[src/shared/pclb_regs.svh]
`ifndef PCLB_REGS_SVH
`define PCLB_REGS_SVH

// config space offset and reset of the line size register
`define PCLB_CLS_OFFSET    8'h0C
`define PCLB_CLS_RESET     8'h00

// bus command codes on the command lines
`define PCLB_CMD_MR        4'h6
`define PCLB_CMD_MW        4'h7
`define PCLB_CMD_MWI       4'hF

// bit positions of the loose enable bits, the extended burst bit and the burst size field
`define PCLB_WIE_BIT       0
`define PCLB_CMD_WI_BIT    4
`define PCLB_EXT_BURST_BIT 2
`define PCLB_BSIZE_HI      7
`define PCLB_BSIZE_LO      6

// burst sizes as log2 of dwords: 2 up to 128, stepping from 4
`define PCLB_LOG_MIN       4'h1
`define PCLB_LOG_STEP      4'h2
`define PCLB_LOG_MAX       4'h7
`define PCLB_DW_SHIFT      4'h2
`define PCLB_DW_BYTES      3'h4

`endif

[src/shared/pclb_pkg.sv]
package pclb_pkg;

    // one planned bus burst, handed to the bus engine
    typedef struct packed {
        logic [31:0] addr;   // first byte address
        logic [9:0]  bytes;  // byte count of the burst
        logic [3:0]  cmd;    // bus command code
        logic [3:0]  be;     // byte enables of the first dword
        logic        wi;     // write and invalidate burst
    } pclbBurst_t;

    // how the engine ended the last burst
    typedef enum logic [1:0] {
        PCLB_STOP_DONE,
        PCLB_STOP_RETRY,
        PCLB_STOP_DISC
    } pclbStop_t;

endpackage : pclb_pkg

[src/core/pclb_burst_pick.sv]
`timescale 1ns/1ps
`include "pclb_regs.svh"

module pclb_burst_pick
    import pclb_pkg::*;
#(
    parameter int unsigned AW = 30
) (
    input  wire logic [AW-1:0] dwAddr,
    input  wire logic [3:0]    effLog,
    output logic      [3:0]    stepLog,
    output logic               aligned4,
    output logic               lineAligned
);

    logic       allZero;  // low address bits all clear so far
    logic [3:0] tz;       // trailing zero dwords, capped

    // largest size the address is aligned to, not above line
    always_comb begin
        allZero = 1'b1;
        tz      = 4'h0;
        stepLog = `PCLB_LOG_STEP;
        for (int i = 0; i < 8; i++) begin
            allZero = allZero & ~dwAddr[i];
            if (allZero) begin
                tz = 4'(i + 1);
                if (tz <= effLog && tz >= `PCLB_LOG_STEP) begin
                    stepLog = tz;
                end
            end
        end
        aligned4    = tz >= `PCLB_LOG_STEP;
        lineAligned = tz >= effLog;
    end

endmodule : pclb_burst_pick

[src/core/pclb_ctrl.sv]
`timescale 1ns/1ps
`include "pclb_regs.svh"

module pclb_ctrl
    import pclb_pkg::*;
#(
    parameter int unsigned FIFO_W = 11
) (
    input  wire logic              clk_sys,
    input  wire logic              reset,
    input  wire logic              cfgSel,
    input  wire logic              cfgWrite,
    input  wire logic [7:0]        cfgOffset,
    input  wire logic [7:0]        cfgWrData,
    output logic      [7:0]        cfgRdData_q,
    input  wire logic [7:0]        dmaModeReg,
    input  wire logic [7:0]        chipTestThreeReg,
    input  wire logic [7:0]        chipTestFiveReg,
    input  wire logic [15:0]       pciCommandReg,
    input  wire logic              cacheLineSizeEnable,
    input  wire logic              xferStart,
    input  wire logic              xferWrite,
    input  wire logic              xferMemMove,
    input  wire logic [31:0]       xferAddr,
    input  wire logic [31:0]       xferOtherAddr,
    input  wire logic [23:0]       xferBytes,
    input  wire logic [FIFO_W-1:0] fifoBytes,
    input  wire logic              burstAck,
    input  wire logic              engDone,
    input  wire pclbStop_t         engStop,
    input  wire logic [9:0]        engBytes,
    input  wire logic [9:0]        engSoFar,
    input  wire logic              latExpired,
    output logic                   busReq_q,
    output logic                   burstValid_q,
    output pclbBurst_t             burst_q,
    output logic                   trimValid_q,
    output logic      [9:0]        trimBytes_q,
    output logic                   xferBusy_q,
    output logic                   xferDone_q,
    output logic                   cacheActive_q
);

    ////////////////////////////////////////////////////////////////
    // state and storage

    typedef enum logic [1:0] {
        S_IDLE,
        S_PLAN,
        S_ISSUE,
        S_RUN
    } pclbState_t;

    pclbState_t  state_q;        // sequencer state
    logic [7:0]  cls_q;          // cache line size register
    logic [31:0] addr_q;         // next byte address
    logic [23:0] rem_q;          // bytes still to move
    logic        isWrite_q;      // transfer direction
    logic        misalign_q;     // memory move offsets differ
    logic        trimmed_q;      // latency trim applied

    ////////////////////////////////////////////////////////////////
    // configuration decode

    logic [3:0]  maxLog;         // burst size field as log2 dwords
    logic [3:0]  effLog;         // effective line size, log2 dwords
    logic        clsLegal;       // register holds a legal size
    logic        clsUsable;      // register rounds to 2 or more
    logic        wiEnables;      // all invalidate enables set
    logic [10:0] lineBytes;      // line size in bytes
    logic [31:0] lineMask;       // byte mask inside one line
    logic [10:0] maxBytes;       // burst size field in bytes
    logic [3:0]  stepLog;        // stepping burst size
    logic        aligned4;       // on a 4-dword boundary
    logic        lineAligned;    // on a line boundary
    logic        cacheOn;        // alignment logic in force
    logic        wiOk;           // invalidate burst allowed

    // burst field plus extended bit, capped at the largest size
    always_comb begin
        maxLog = 4'({chipTestFiveReg[`PCLB_EXT_BURST_BIT],
                     dmaModeReg[`PCLB_BSIZE_HI:`PCLB_BSIZE_LO]})
                 + `PCLB_LOG_MIN;
        if (maxLog > `PCLB_LOG_MAX) begin
            maxLog = `PCLB_LOG_MAX;
        end
    end

    pclb_line_size #(
        .CLS_W     (8)
    ) u_line (
        .clsValue  (cls_q),
        .maxLog    (maxLog),
        .effLog    (effLog),
        .clsLegal  (clsLegal),
        .clsUsable (clsUsable)
    );

    // alignment of the current dword address
    pclb_burst_pick #(
        .AW          (30)
    ) u_pick (
        .dwAddr      (addr_q[31:2]),
        .effLog      (effLog),
        .stepLog     (stepLog),
        .aligned4    (aligned4),
        .lineAligned (lineAligned)
    );

    assign wiEnables = chipTestThreeReg[`PCLB_WIE_BIT]
                     & pciCommandReg[`PCLB_CMD_WI_BIT]
                     & cacheLineSizeEnable;

    // line size in bytes, used by cache mode planning
    assign lineBytes = 11'h001 << (effLog + `PCLB_DW_SHIFT);
    assign lineMask  = {21'h00_0000, lineBytes - 11'h001};
    assign maxBytes  = 11'h001 << (maxLog + `PCLB_DW_SHIFT);

    // misaligned memory moves run without cache logic
    assign cacheOn = cacheLineSizeEnable && clsUsable && !misalign_q;

    // every invalidate condition at once
    // byte offset and 4-dword checks keep the command in step
    // with the planned shape: a partial or single dword never
    // goes out as an invalidate burst
    assign wiOk = wiEnables && cacheOn && clsLegal && isWrite_q
               && lineAligned && aligned4 && (addr_q[1:0] == 2'h0)
               && ({21'h00_0000, fifoBytes} >= {21'h0, lineBytes})
               && (rem_q >= {13'h0000, lineBytes});

    ////////////////////////////////////////////////////////////////
    // burst planning, recomputed from the remaining count

    logic [23:0] planBytes;      // bytes of the next burst
    logic [23:0] lines;          // whole lines left to move
    logic [23:0] maxLines;       // lines allowed by burst field
    logic [23:0] firstBytes;     // bytes up to the next dword
    logic [3:0]  firstBe;        // enables of the first dword

    // size picked afresh before every burst
    always_comb begin
        lines      = rem_q >> (effLog + `PCLB_DW_SHIFT);
        maxLines   = 24'h00_0001 << (maxLog - effLog);
        firstBytes = 24'(`PCLB_DW_BYTES - {1'b0, addr_q[1:0]});
        if (firstBytes > rem_q) begin
            firstBytes = rem_q;
        end
        planBytes = firstBytes;
        if (addr_q[1:0] != 2'h0) begin
            // partial leading dword in every mode
            planBytes = firstBytes;
        end else if (!cacheOn) begin
            // only the burst size field limits
            planBytes = {13'h0000, maxBytes};
        end else if (!aligned4) begin
            planBytes = firstBytes;
        end else if (wiOk) begin
            // largest multiple, capped by burst field
            if (lines > maxLines) begin
                lines = maxLines;
            end
            planBytes = lines << (effLog + `PCLB_DW_SHIFT);
        end else if (lineAligned) begin
            planBytes = {13'h0000, lineBytes};
        end else begin
            planBytes = 24'h00_0001 << (stepLog + `PCLB_DW_SHIFT);
        end
        if (planBytes > rem_q) begin
            planBytes = rem_q;
        end
        firstBe = 4'hF << addr_q[1:0];
    end

    ////////////////////////////////////////////////////////////////
    // latency trim: run on to the next line boundary

    logic [31:0] curAddr;        // address of the next data phase
    logic [31:0] nextLine;       // that address rounded up to line
    logic [9:0]  trimCalc;       // burst length ending on the line

    // stop point for a timed out invalidate burst
    always_comb begin
        curAddr  = burst_q.addr + {22'h00_0000, engSoFar};
        nextLine = (curAddr + lineMask) & ~lineMask;
        trimCalc = 10'(nextLine - burst_q.addr);
        if (trimCalc == 10'h000) begin
            trimCalc = lineBytes[9:0];
        end
    end

    ////////////////////////////////////////////////////////////////
    // line size register on the config port

    // byte write at its offset, other offsets untouched
    always_ff @(posedge clk_sys) begin
        if (reset) begin
            cls_q <= `PCLB_CLS_RESET;
        end else if (cfgSel && cfgWrite
                     && cfgOffset == `PCLB_CLS_OFFSET) begin
            cls_q <= cfgWrData;
        end
    end

    // reads back the register, zero elsewhere
    always_ff @(posedge clk_sys) begin
        if (reset) begin
            cfgRdData_q <= 8'h00;
        end else if (cfgSel && !cfgWrite) begin
            cfgRdData_q <= (cfgOffset == `PCLB_CLS_OFFSET) ? cls_q
                                                           : 8'h00;
        end
    end

    ////////////////////////////////////////////////////////////////
    // transfer sequencer

    logic [23:0] remAfter;       // remaining bytes after this burst
    assign remAfter = rem_q - {14'h0000, engBytes};

    // state walk: plan, hand over, run, repeat
    always_ff @(posedge clk_sys) begin
        if (reset) begin
            state_q <= S_IDLE;
        end else begin
            unique case (state_q)
                S_IDLE: begin
                    if (xferStart && xferBytes != 24'h00_0000) begin
                        state_q <= S_PLAN;
                    end
                end
                S_PLAN: begin
                    state_q <= S_ISSUE;
                end
                S_ISSUE: begin
                    if (burstAck) begin
                        state_q <= S_RUN;
                    end
                end
                S_RUN: begin
                    if (engDone) begin
                        state_q <= (remAfter == 24'h00_0000) ? S_IDLE
                                                             : S_PLAN;
                    end
                end
            endcase
        end
    end

    // address, count and direction of the stream
    always_ff @(posedge clk_sys) begin
        if (reset) begin
            addr_q     <= 32'h0000_0000;
            rem_q      <= 24'h00_0000;
            isWrite_q  <= 1'b0;
            misalign_q <= 1'b0;
        end else if (state_q == S_IDLE && xferStart) begin
            addr_q    <= xferAddr;
            rem_q     <= xferBytes;
            isWrite_q <= xferWrite;
            misalign_q <= xferMemMove
                && ((xferAddr & lineMask) != (xferOtherAddr & lineMask));
        end else if (state_q == S_RUN && engDone) begin
            addr_q <= addr_q + {22'h00_0000, engBytes};
            rem_q  <= remAfter;
        end
    end

    // descriptor latched from the plan, held until taken
    always_ff @(posedge clk_sys) begin
        if (reset) begin
            burstValid_q <= 1'b0;
            burst_q      <= '0;
        end else if (state_q == S_PLAN) begin
            burstValid_q  <= 1'b1;
            burst_q.addr  <= addr_q;
            burst_q.bytes <= planBytes[9:0];
            burst_q.be    <= firstBe;
            burst_q.wi    <= wiOk;
            if (!isWrite_q) begin
                burst_q.cmd <= `PCLB_CMD_MR;
            end else if (wiOk) begin
                burst_q.cmd <= `PCLB_CMD_MWI;
            end else begin
                burst_q.cmd <= `PCLB_CMD_MW;
            end
        end else if (state_q == S_ISSUE && burstAck) begin
            burstValid_q <= 1'b0;
        end
    end

    // trim armed once per invalidate burst
    always_ff @(posedge clk_sys) begin
        if (reset) begin
            trimValid_q <= 1'b0;
            trimBytes_q <= 10'h000;
            trimmed_q   <= 1'b0;
        end else if (state_q == S_PLAN) begin
            trimValid_q <= 1'b0;
            trimmed_q   <= 1'b0;
        end else if (state_q == S_RUN && !engDone && latExpired
                     && burst_q.wi && !trimmed_q) begin
            trimValid_q <= 1'b1;
            trimBytes_q <= trimCalc;
            trimmed_q   <= 1'b1;
        end else if (state_q == S_RUN && engDone) begin
            trimValid_q <= 1'b0;
        end
    end

    // bus request: a one cycle gap marks each release
    always_ff @(posedge clk_sys) begin
        if (reset) begin
            busReq_q <= 1'b0;
        end else if (state_q == S_PLAN) begin
            busReq_q <= 1'b1;
        end else if (state_q == S_RUN && engDone) begin
            busReq_q <= (remAfter != 24'h00_0000)
                     && engStop == PCLB_STOP_DONE && !trimmed_q;
        end
    end

    // status flags for the surrounding engine
    always_ff @(posedge clk_sys) begin
        if (reset) begin
            xferBusy_q    <= 1'b0;
            xferDone_q    <= 1'b0;
            cacheActive_q <= 1'b0;
        end else begin
            xferBusy_q    <= state_q != S_IDLE
                          || (xferStart && xferBytes != 24'h00_0000);
            xferDone_q    <= state_q == S_RUN && engDone
                          && remAfter == 24'h00_0000;
            cacheActive_q <= cacheOn;
        end
    end
endmodule : pclb_ctrl

[src/core/pclb_line_size.sv]
`timescale 1ns/1ps
`include "pclb_regs.svh"

module pclb_line_size
    import pclb_pkg::*;
#(
    parameter int unsigned CLS_W = 8
) (
    input  wire logic [CLS_W-1:0] clsValue,
    input  wire logic [3:0]       maxLog,
    output logic      [3:0]       effLog,
    output logic                  clsLegal,
    output logic                  clsUsable
);

    logic [3:0] floorLog;  // log2 of value rounded down
    logic       isPow2;    // value is zero or an exact power of two

    // msb search rounds down to the nearest binary size
    always_comb begin
        floorLog = 4'h0;
        for (int i = 1; i < CLS_W; i++) begin
            if (clsValue[i]) begin
                floorLog = i[3:0];
            end
        end
        isPow2    = (clsValue & (clsValue - 1'b1)) == '0;
        clsUsable = floorLog >= `PCLB_LOG_MIN;
        clsLegal  = clsUsable && isPow2 && (floorLog <= maxLog);
        // smaller of rounded size and burst size wins
        effLog    = (floorLog < maxLog) ? floorLog : maxLog;
    end

endmodule : pclb_line_size

[config.mk]
export PLATFORM = sky130hd
export DESIGN_NAME = pclb_ctrl
export DESIGN_NICKNAME = d
export VERILOG_FILES = /design/src/shared/pclb_pkg.sv /design/src/core/pclb_burst_pick.sv /design/src/core/pclb_ctrl.sv /design/src/core/pclb_line_size.sv
export VERILOG_INCLUDE_DIRS = /design/src /design/src/shared
export SDC_FILE = /design/constraint.sdc
export NUM_CORES = 1
export LEC_CHECK = 0
export ABC_AREA = 1
export BUFFER_PORTS_ARGS = -buffer_cell sky130_fd_sc_hd__buf_2
export CAP_MARGIN = 30
export CORE_MARGIN = 2
export CORE_UTILIZATION = 50
export DETAILED_ROUTE_END_ITERATION = 16
export GPL_TIMING_DRIVEN = 0
export PLACE_DENSITY = 0.73
export SYNTH_ARGS = -nofsm -noshare
export SYNTH_HDL_FRONTEND = slang
export SYNTH_SLANG_ARGS = --single-unit
[constraint.sdc]
create_clock -name clk_sys -period 11.21 [get_ports clk_sys]
set_input_delay 1.6815 -clock clk_sys [delete_from_list [all_inputs] [get_ports clk_sys]]
set_output_delay 1.6815 -clock clk_sys [all_outputs]
set_load 0.02 [all_outputs]
# Yosys cells after proc, flatten, opt, wreduce, memory -nomap -nowiden
# Index checks and enable logic that the tools add are counted.
# Widths: inputs -> output; s select.
classes:
  addsub: 13
  multipliers: 0
  div: 0
  magnitude_cmp: 17
  n_eq_ne: 8
  shifts: 7
  muxes: 60
  bitwise: 23
  reduce_logical: 49
op_table:
  columns: ["op", "count"]
  rows:
  - ["$mux 24", 13]
  - ["$mux 4", 21]
  - ["$gt 24x24->1", 3]
  - ["$and 32x11->32", 2]
  - ["$mux 32", 2]
  - ["$reduce_bool 24->1", 2]
  - ["$shl 1x4->24 const A", 2]
  - ["$add 32x10->32", 1]
  - ["$ne 32x32->1", 1]
  - ["$logic_and 1x1->1", 27]
  - ["$ge 24x11->1", 1]
  - ["$logic_not 24->1", 1]
  - ["$shl 24x4->24", 1]
  - ["$shr 24x4->24", 1]
  - ["$sub 24x10->24", 1]
  - ["$shl 1x4->11 const A", 2]
  - ["$add 10x10->10", 2]
  - ["$mux 10", 2]
  - ["$le 3x4->1 const A", 4]
  - ["$add 4x2->4 const B", 3]
  - ["$mux 3", 4]
  - ["$reduce_bool 2->1", 6]
  - ["$ge 11x11->1", 1]
  - ["$mux 1", 11]
  - ["other kinds (36)", 63]
word_totals:
  regBits: 144
  latch_bits: 0
  ramBits: 0
  mem_bits_ro: 0
  in_bits: 188
  output_inout_bits: 75
  wordCells: 197
  n_memories: 0

# Logic depth before layout (Yosys ltp)
depth:
  ltp_word: 31
  mapped_depth: 59
  ltp_nobuf: 56

# Cells and area by module
# From an unflattened synthesis, not the netlist that was laid out.
hier_totals:
  hier_cells: 2371
  area_unflattened_um2: 14313.7
modules_own_cells:
  columns: ["module", "n_inst", "cells_per_inst", "area_each_um2", "seq_area_each_um2"]
  rows:
  - ["pclb_ctrl", 1, 2253, 13659.4, 2842.7]
  - ["pclb_line_size", 1, 61, 331.6, 0.0]
  - ["pclb_burst_pick", 1, 57, 322.8, 0.0]

# Least setup slack after synthesis
# Ideal clock, no wire load.
synth_path:
  kind: "input to register"
  startpoint: "in dmaModeReg[6]"
  endpoint: "reg trimBytes_q[0]"
  setup_time_ns: 0.132
  t_arrival_ns: 8.876
  slack_ns: 2.201
  stages: 49
  path_buffers: 5
  path_cell_list: "ha_1 or2_2 o211ai_1 inv_1 ha_1 a21oi_2 o21ai_4 inv_2 nand2_2 nand2_2 buf_2 buf_2 buf_2 buf_2 ha_1 nor2_1 clkinv_1 nor2_1 [13 not listed] o21ai_0 and2_1 nor2_1 o21bai_1 o21ai_0 a21oi_1 ha_1 nand2_1 nor2_1 a211oi_1 o21ai_0 xnor2_1 nand2_1 nor2_1 buf_2 nand2_1 o211ai_1 a21oi_1"
synth_between:
  elab_chain_cells: 13
  word_cells_on_any_way: 14
  cone_classes: "add/sub (5); order compare (2); shift (1); mux (3); bitwise (2); reduce/logical (1)"
synth_lines:
  columns: ["item", "line", "text"]
  rows:
  - ["start: declaration", "pclb_ctrl.sv:16", "input wire logic [7:0] dmaModeReg,"]
  - ["$add 3x1->4 (no source line) (*)", null, null]
  - ["$gt 4x3->1 (no source line)", null, null]
  - ["$mux 4 (*)", "pclb_ctrl.sv:84", "if (maxLog > `PCLB_LOG_MAX) begin"]
  - ["$lt 3x4->1", "pclb_line_size.sv:31", "effLog = (floorLog < maxLog) ? floorLog : maxLog;"]
  - ["$mux 4 (*)", "pclb_line_size.sv:31", null]
  - ["$add 4x2->4 (no source line) (*)", null, null]
  - ["$shl 1x4->11 (*)", "pclb_ctrl.sv:115", "assign lineBytes = 11'h001 << (effLog + `PCLB_DW_SHIFT);"]
  - ["$sub 11x1->11", "pclb_ctrl.sv:116", "assign lineMask = {21'h00_0000, lineBytes - 11'h001};"]
  - ["$add 10x10->10 / $not 10->10 (equally long branches)", "pclb_ctrl.sv:184", "nextLine = (curAddr + lineMask) & ~lineMask;"]
  - ["$and 10x10->10", "pclb_ctrl.sv:184", null]
  - ["$sub 10x10->10", "pclb_ctrl.sv:185", "trimCalc = 10'(nextLine - burst_q.addr);"]
  - ["$logic_not 10->1", "pclb_ctrl.sv:186", "if (trimCalc == 10'h000) begin"]
  - ["$mux 10 (*)", "pclb_ctrl.sv:186", null]
  - ["end signal: assignment", "pclb_ctrl.sv:303", "trimBytes_q <= trimCalc;"]
  - ["end: declaration", "pclb_ctrl.sv:38", "output logic [9:0] trimBytes_q,"]
# Mark *: on every way between the ends. The rest lies on a longest branch, timed or not.
# A chain may end at the register's enable or synchronous reset.

# Worst setup path in the final report
layout_path:
  startpoint: "in dmaModeReg[6]"
  endpoint: "reg burst_q[12] (netlist bit)"
layout_between:
  elab_chain_cells: 27
  word_cells_on_any_way: 58
  cone_classes: "add/sub (5); order compare (14); shift (6); mux (25); reduce/logical (8)"
layout_lines:
  columns: ["item", "line", "text"]
  rows:
  - ["$add 3x1->4 (no source line) (*)", null, null]
  - ["$gt 4x3->1 (no source line)", null, null]
  - ["$mux 4 (*)", "pclb_ctrl.sv:84", null]
  - ["parallel branches: the longest is 20 deep, another holds $gt 24x24->1", null, null]
  - ["$mux 24 (*)", "pclb_ctrl.sv:152", "end else if (!cacheOn) begin"]
  - ["$mux 24 (*)", "pclb_ctrl.sv:149", "if (addr_q[1:0] != 2'h0) begin"]
  - ["$gt 24x24->1", "pclb_ctrl.sv:168", "if (planBytes > rem_q) begin"]
  - ["$mux 10 (*)", "pclb_ctrl.sv:168", null]
  - ["end: declaration", "pclb_ctrl.sv:36", "output pclbBurst_t burst_q,"]
# Mark *: on every way between the ends. The select of a mux whose other input is x is not followed.

==> metrics <==
CP max stage cell=ha_1; worst slew pin tran=between 1000 and 1500 ps; Seq cells post-synth=142; Worst Path Required=11540 ps; syn nets=~2600; top post-synthesis cells by area=dfxtp_1 21%, nand2_1 18%, ha_1 11%; critical-path maximum fanout=10; DIE WIDTH=between 150 and 200 um; Fill cells=2779; FMAX=95.3 MHz; Leakage Power=0.00797 uW; vias=approximately 16000; total power=3070 uW; crit-path max cell delay=390 ps; PwrDens=around 190 nW/um^2; WP data arrival=10830 ps; Initial Util=0.510; RSZ-0062 raised after global routing=false; nets=2812; Initial DRC Count=1532; layout cell share with drive strength beyond 1=0.129; Die Ht=between 150 and 200 um; GR met1 Demand/Resource=0.478; final setup TNS=0 ps; Post-CTS Hold Buffers=0; Synth async-reset ratio=0; vias per cell=5.79; drt drc=0; Max-Slew Margin vs Limit=0.304; CTS tree=yes; # rows=60; most frequent cells in the layout=643 x nand2_1, 280 x inv_1, 222 x buf_2; number of max-cap violations=0; Hold Worst Slack=453 ps; htree depth=4; Clock transition at path regs=70 ps; final cycle utilization of the critical path=0.936; Avg Inst Size Synth=6.13 sq um; met3 Use GR=0.0535; Mapped Area=~14000 sq um; post-synth top area share=0.206; final wirelength=53.5 mm; Setup crit start kind=input pin; outcome=finished clean; Setup crit end kind=register; Setup Crit Path Kind=in -> reg; multi-input logic area=9530 sq um; ANT nets after route=0; clk sinks=142; antenna violations before repair=5; routability cong.=approximately 0.99; area leader, netlist=dfxtp_1; Post-synth EDFFs=0; IO Count=263; grt met2 use=0.604; sequential-to-total area share from yosys stat=0.206; core footprint=between 20000 and 30000 sq um; die area=28900 sq um; IO buf count=206; Final Util=0.591; Inst Count DP=2795; Overall Global Routing Usage=0.369; worst min path class=reg -> reg; CTS buffer count=17; DRT Pass-1 Iters=7; worst-skew pair later-pin latency=440 ps; fin crit period=approximately 10000 ps; Peak VDD IR=0.107 mV; post-synth cell types=57; post-DR wirelength/cell=18.8 um; most common cell after layout, fill and taps aside=nand2_1; vias in the first global route=roughly 16000; first-pass GRT wire length=83.2 mm; Syn Inst Count=2248; Pins Over Slew Limit=0; busiest grt layer=met2; post-route insts no fill=2846; Detailed Place HPWL=44.2 mm; Yosys Warn Count=0; Clock Tree Buf Depth=2; pin count of the biggest net entering global routing=17; most frequent cell on the critical path=nand2_1; Layout Skew=17.8 ps; Layout area overhead=15.9%; Final Setup Violations=0; Synth Flop Type=dfxtp_1; CTS root buf=clkbuf_16; grt total ovfl=0; final hold vios=0; FF/Latch Area=2840 sq um
[registers in the layout (all words and copies together), names as in the netlist]
name	cells
addr_q	32
burstValid_q	1
burst_q	49
busReq_q	1
cacheActive_q	1
cfgRdData_q	8
cls_q	8
isWrite_q	1
misalign_q	1
rem_q	24
state_q	2
trimBytes_q	10
trimValid_q	1
trimmed_q	1
xferBusy_q	1
xferDone_q	1
[area by class of cell]
cell class	count	area share
Inverter	289	0.0681
Multi-Input combinational cell	1737	0.596
Sequential cell	142	0.178
Buffer	80	0.0225
Clock buffer	18	0.0275
Tap cell	341	0.0267
Timing Repair Buffer	218	0.0710
Antenna cell	7	0.00110
Clock inverter	14	0.00869
[timing repair]
item,4_1_cts,5_1_grt
resized for setup,0,14
buffers inserted,0,12
endpoints found under the setup margin,0,20
[synth_stat cells, types with 6 or more instances]
cell type,number
nand3b_1,6
ha_1,126
buf_1,8
nor4_1,14
a31oi_1,56
dfxtp_1,142
nand2_1,645
xor2_1,37
nor3_1,49
o21ai_0,142
o211ai_1,17
a21oi_1,125
or2_2,7
inv_1,280
o22ai_1,14
nor2_1,143
nand3_1,221
buf_2,16
nand2_2,9
clkbuf_1,50
xnor2_1,16
nand4_1,23
inv_2,6
fa_1,13
o21ai_1,13
[metal layers]
metal	wire, um	vias to the layer above
met5	0	-
met2	24000	790
met1	22500	7569
met3	4290	154
met4	2710	0
li1	-	7957
[critical path: cells and delay by family]
family	cells	cell delay, ps
simple gates	22	2980
buf+inv	15	2820
fa+ha+maj	5	1490
compound gates	11	1830
[worst paths after layout]
| kind | start | end | slack (ps) | cells after the start |
|---|---|---|---|---|
| setup reg to reg | cls_q[4]$_SDFFE_PP0P_ | burst_q[12]$_SDFFE_PP0P_ | 2130 | 50 |
| hold / removal | burst_q[10]$_SDFFE_PP0P_ | burst_q[10]$_SDFFE_PP0P_ | 450 | 2 |
| setup / recovery | dmaModeReg[6] | burst_q[12]$_SDFFE_PP0P_ | 710 | 53 |
| hold reg to reg | burst_q[10]$_SDFFE_PP0P_ | burst_q[10]$_SDFFE_PP0P_ | 450 | 2 |
[cells by family after synthesis]
logic type / synth area share
XOR/XNOR: 0.0337
flip-flops: 0.206
AO/OA/AOI/OAI: 0.170
AND/OR/NAND/NOR: 0.350
adder cells (fa/ha/maj): 0.133
multiplexers: 0.00236
buffers and inverters: 0.104
other: 0.000545
[per-stage QoR]
| stage | instance area, sq um | worst slack [ps] |
|---|---|---|
| 3_3_place_gp | 15200 | -172 |
| 2_1_floorplan | 13800 | 2200 |
| 4_1_cts | 15800 | 195 |
| 5_1_grt | 16000 | 106 |
| 6_report | 16000 | 714 |
| 3_5_place_dp | 15200 | -239 |
[where the power goes]
group          internal [uW]  switching, uW
Combinational            612           1190
Sequential               589            101
Clock                    302            271
Power figures use the tool's default switching activity.
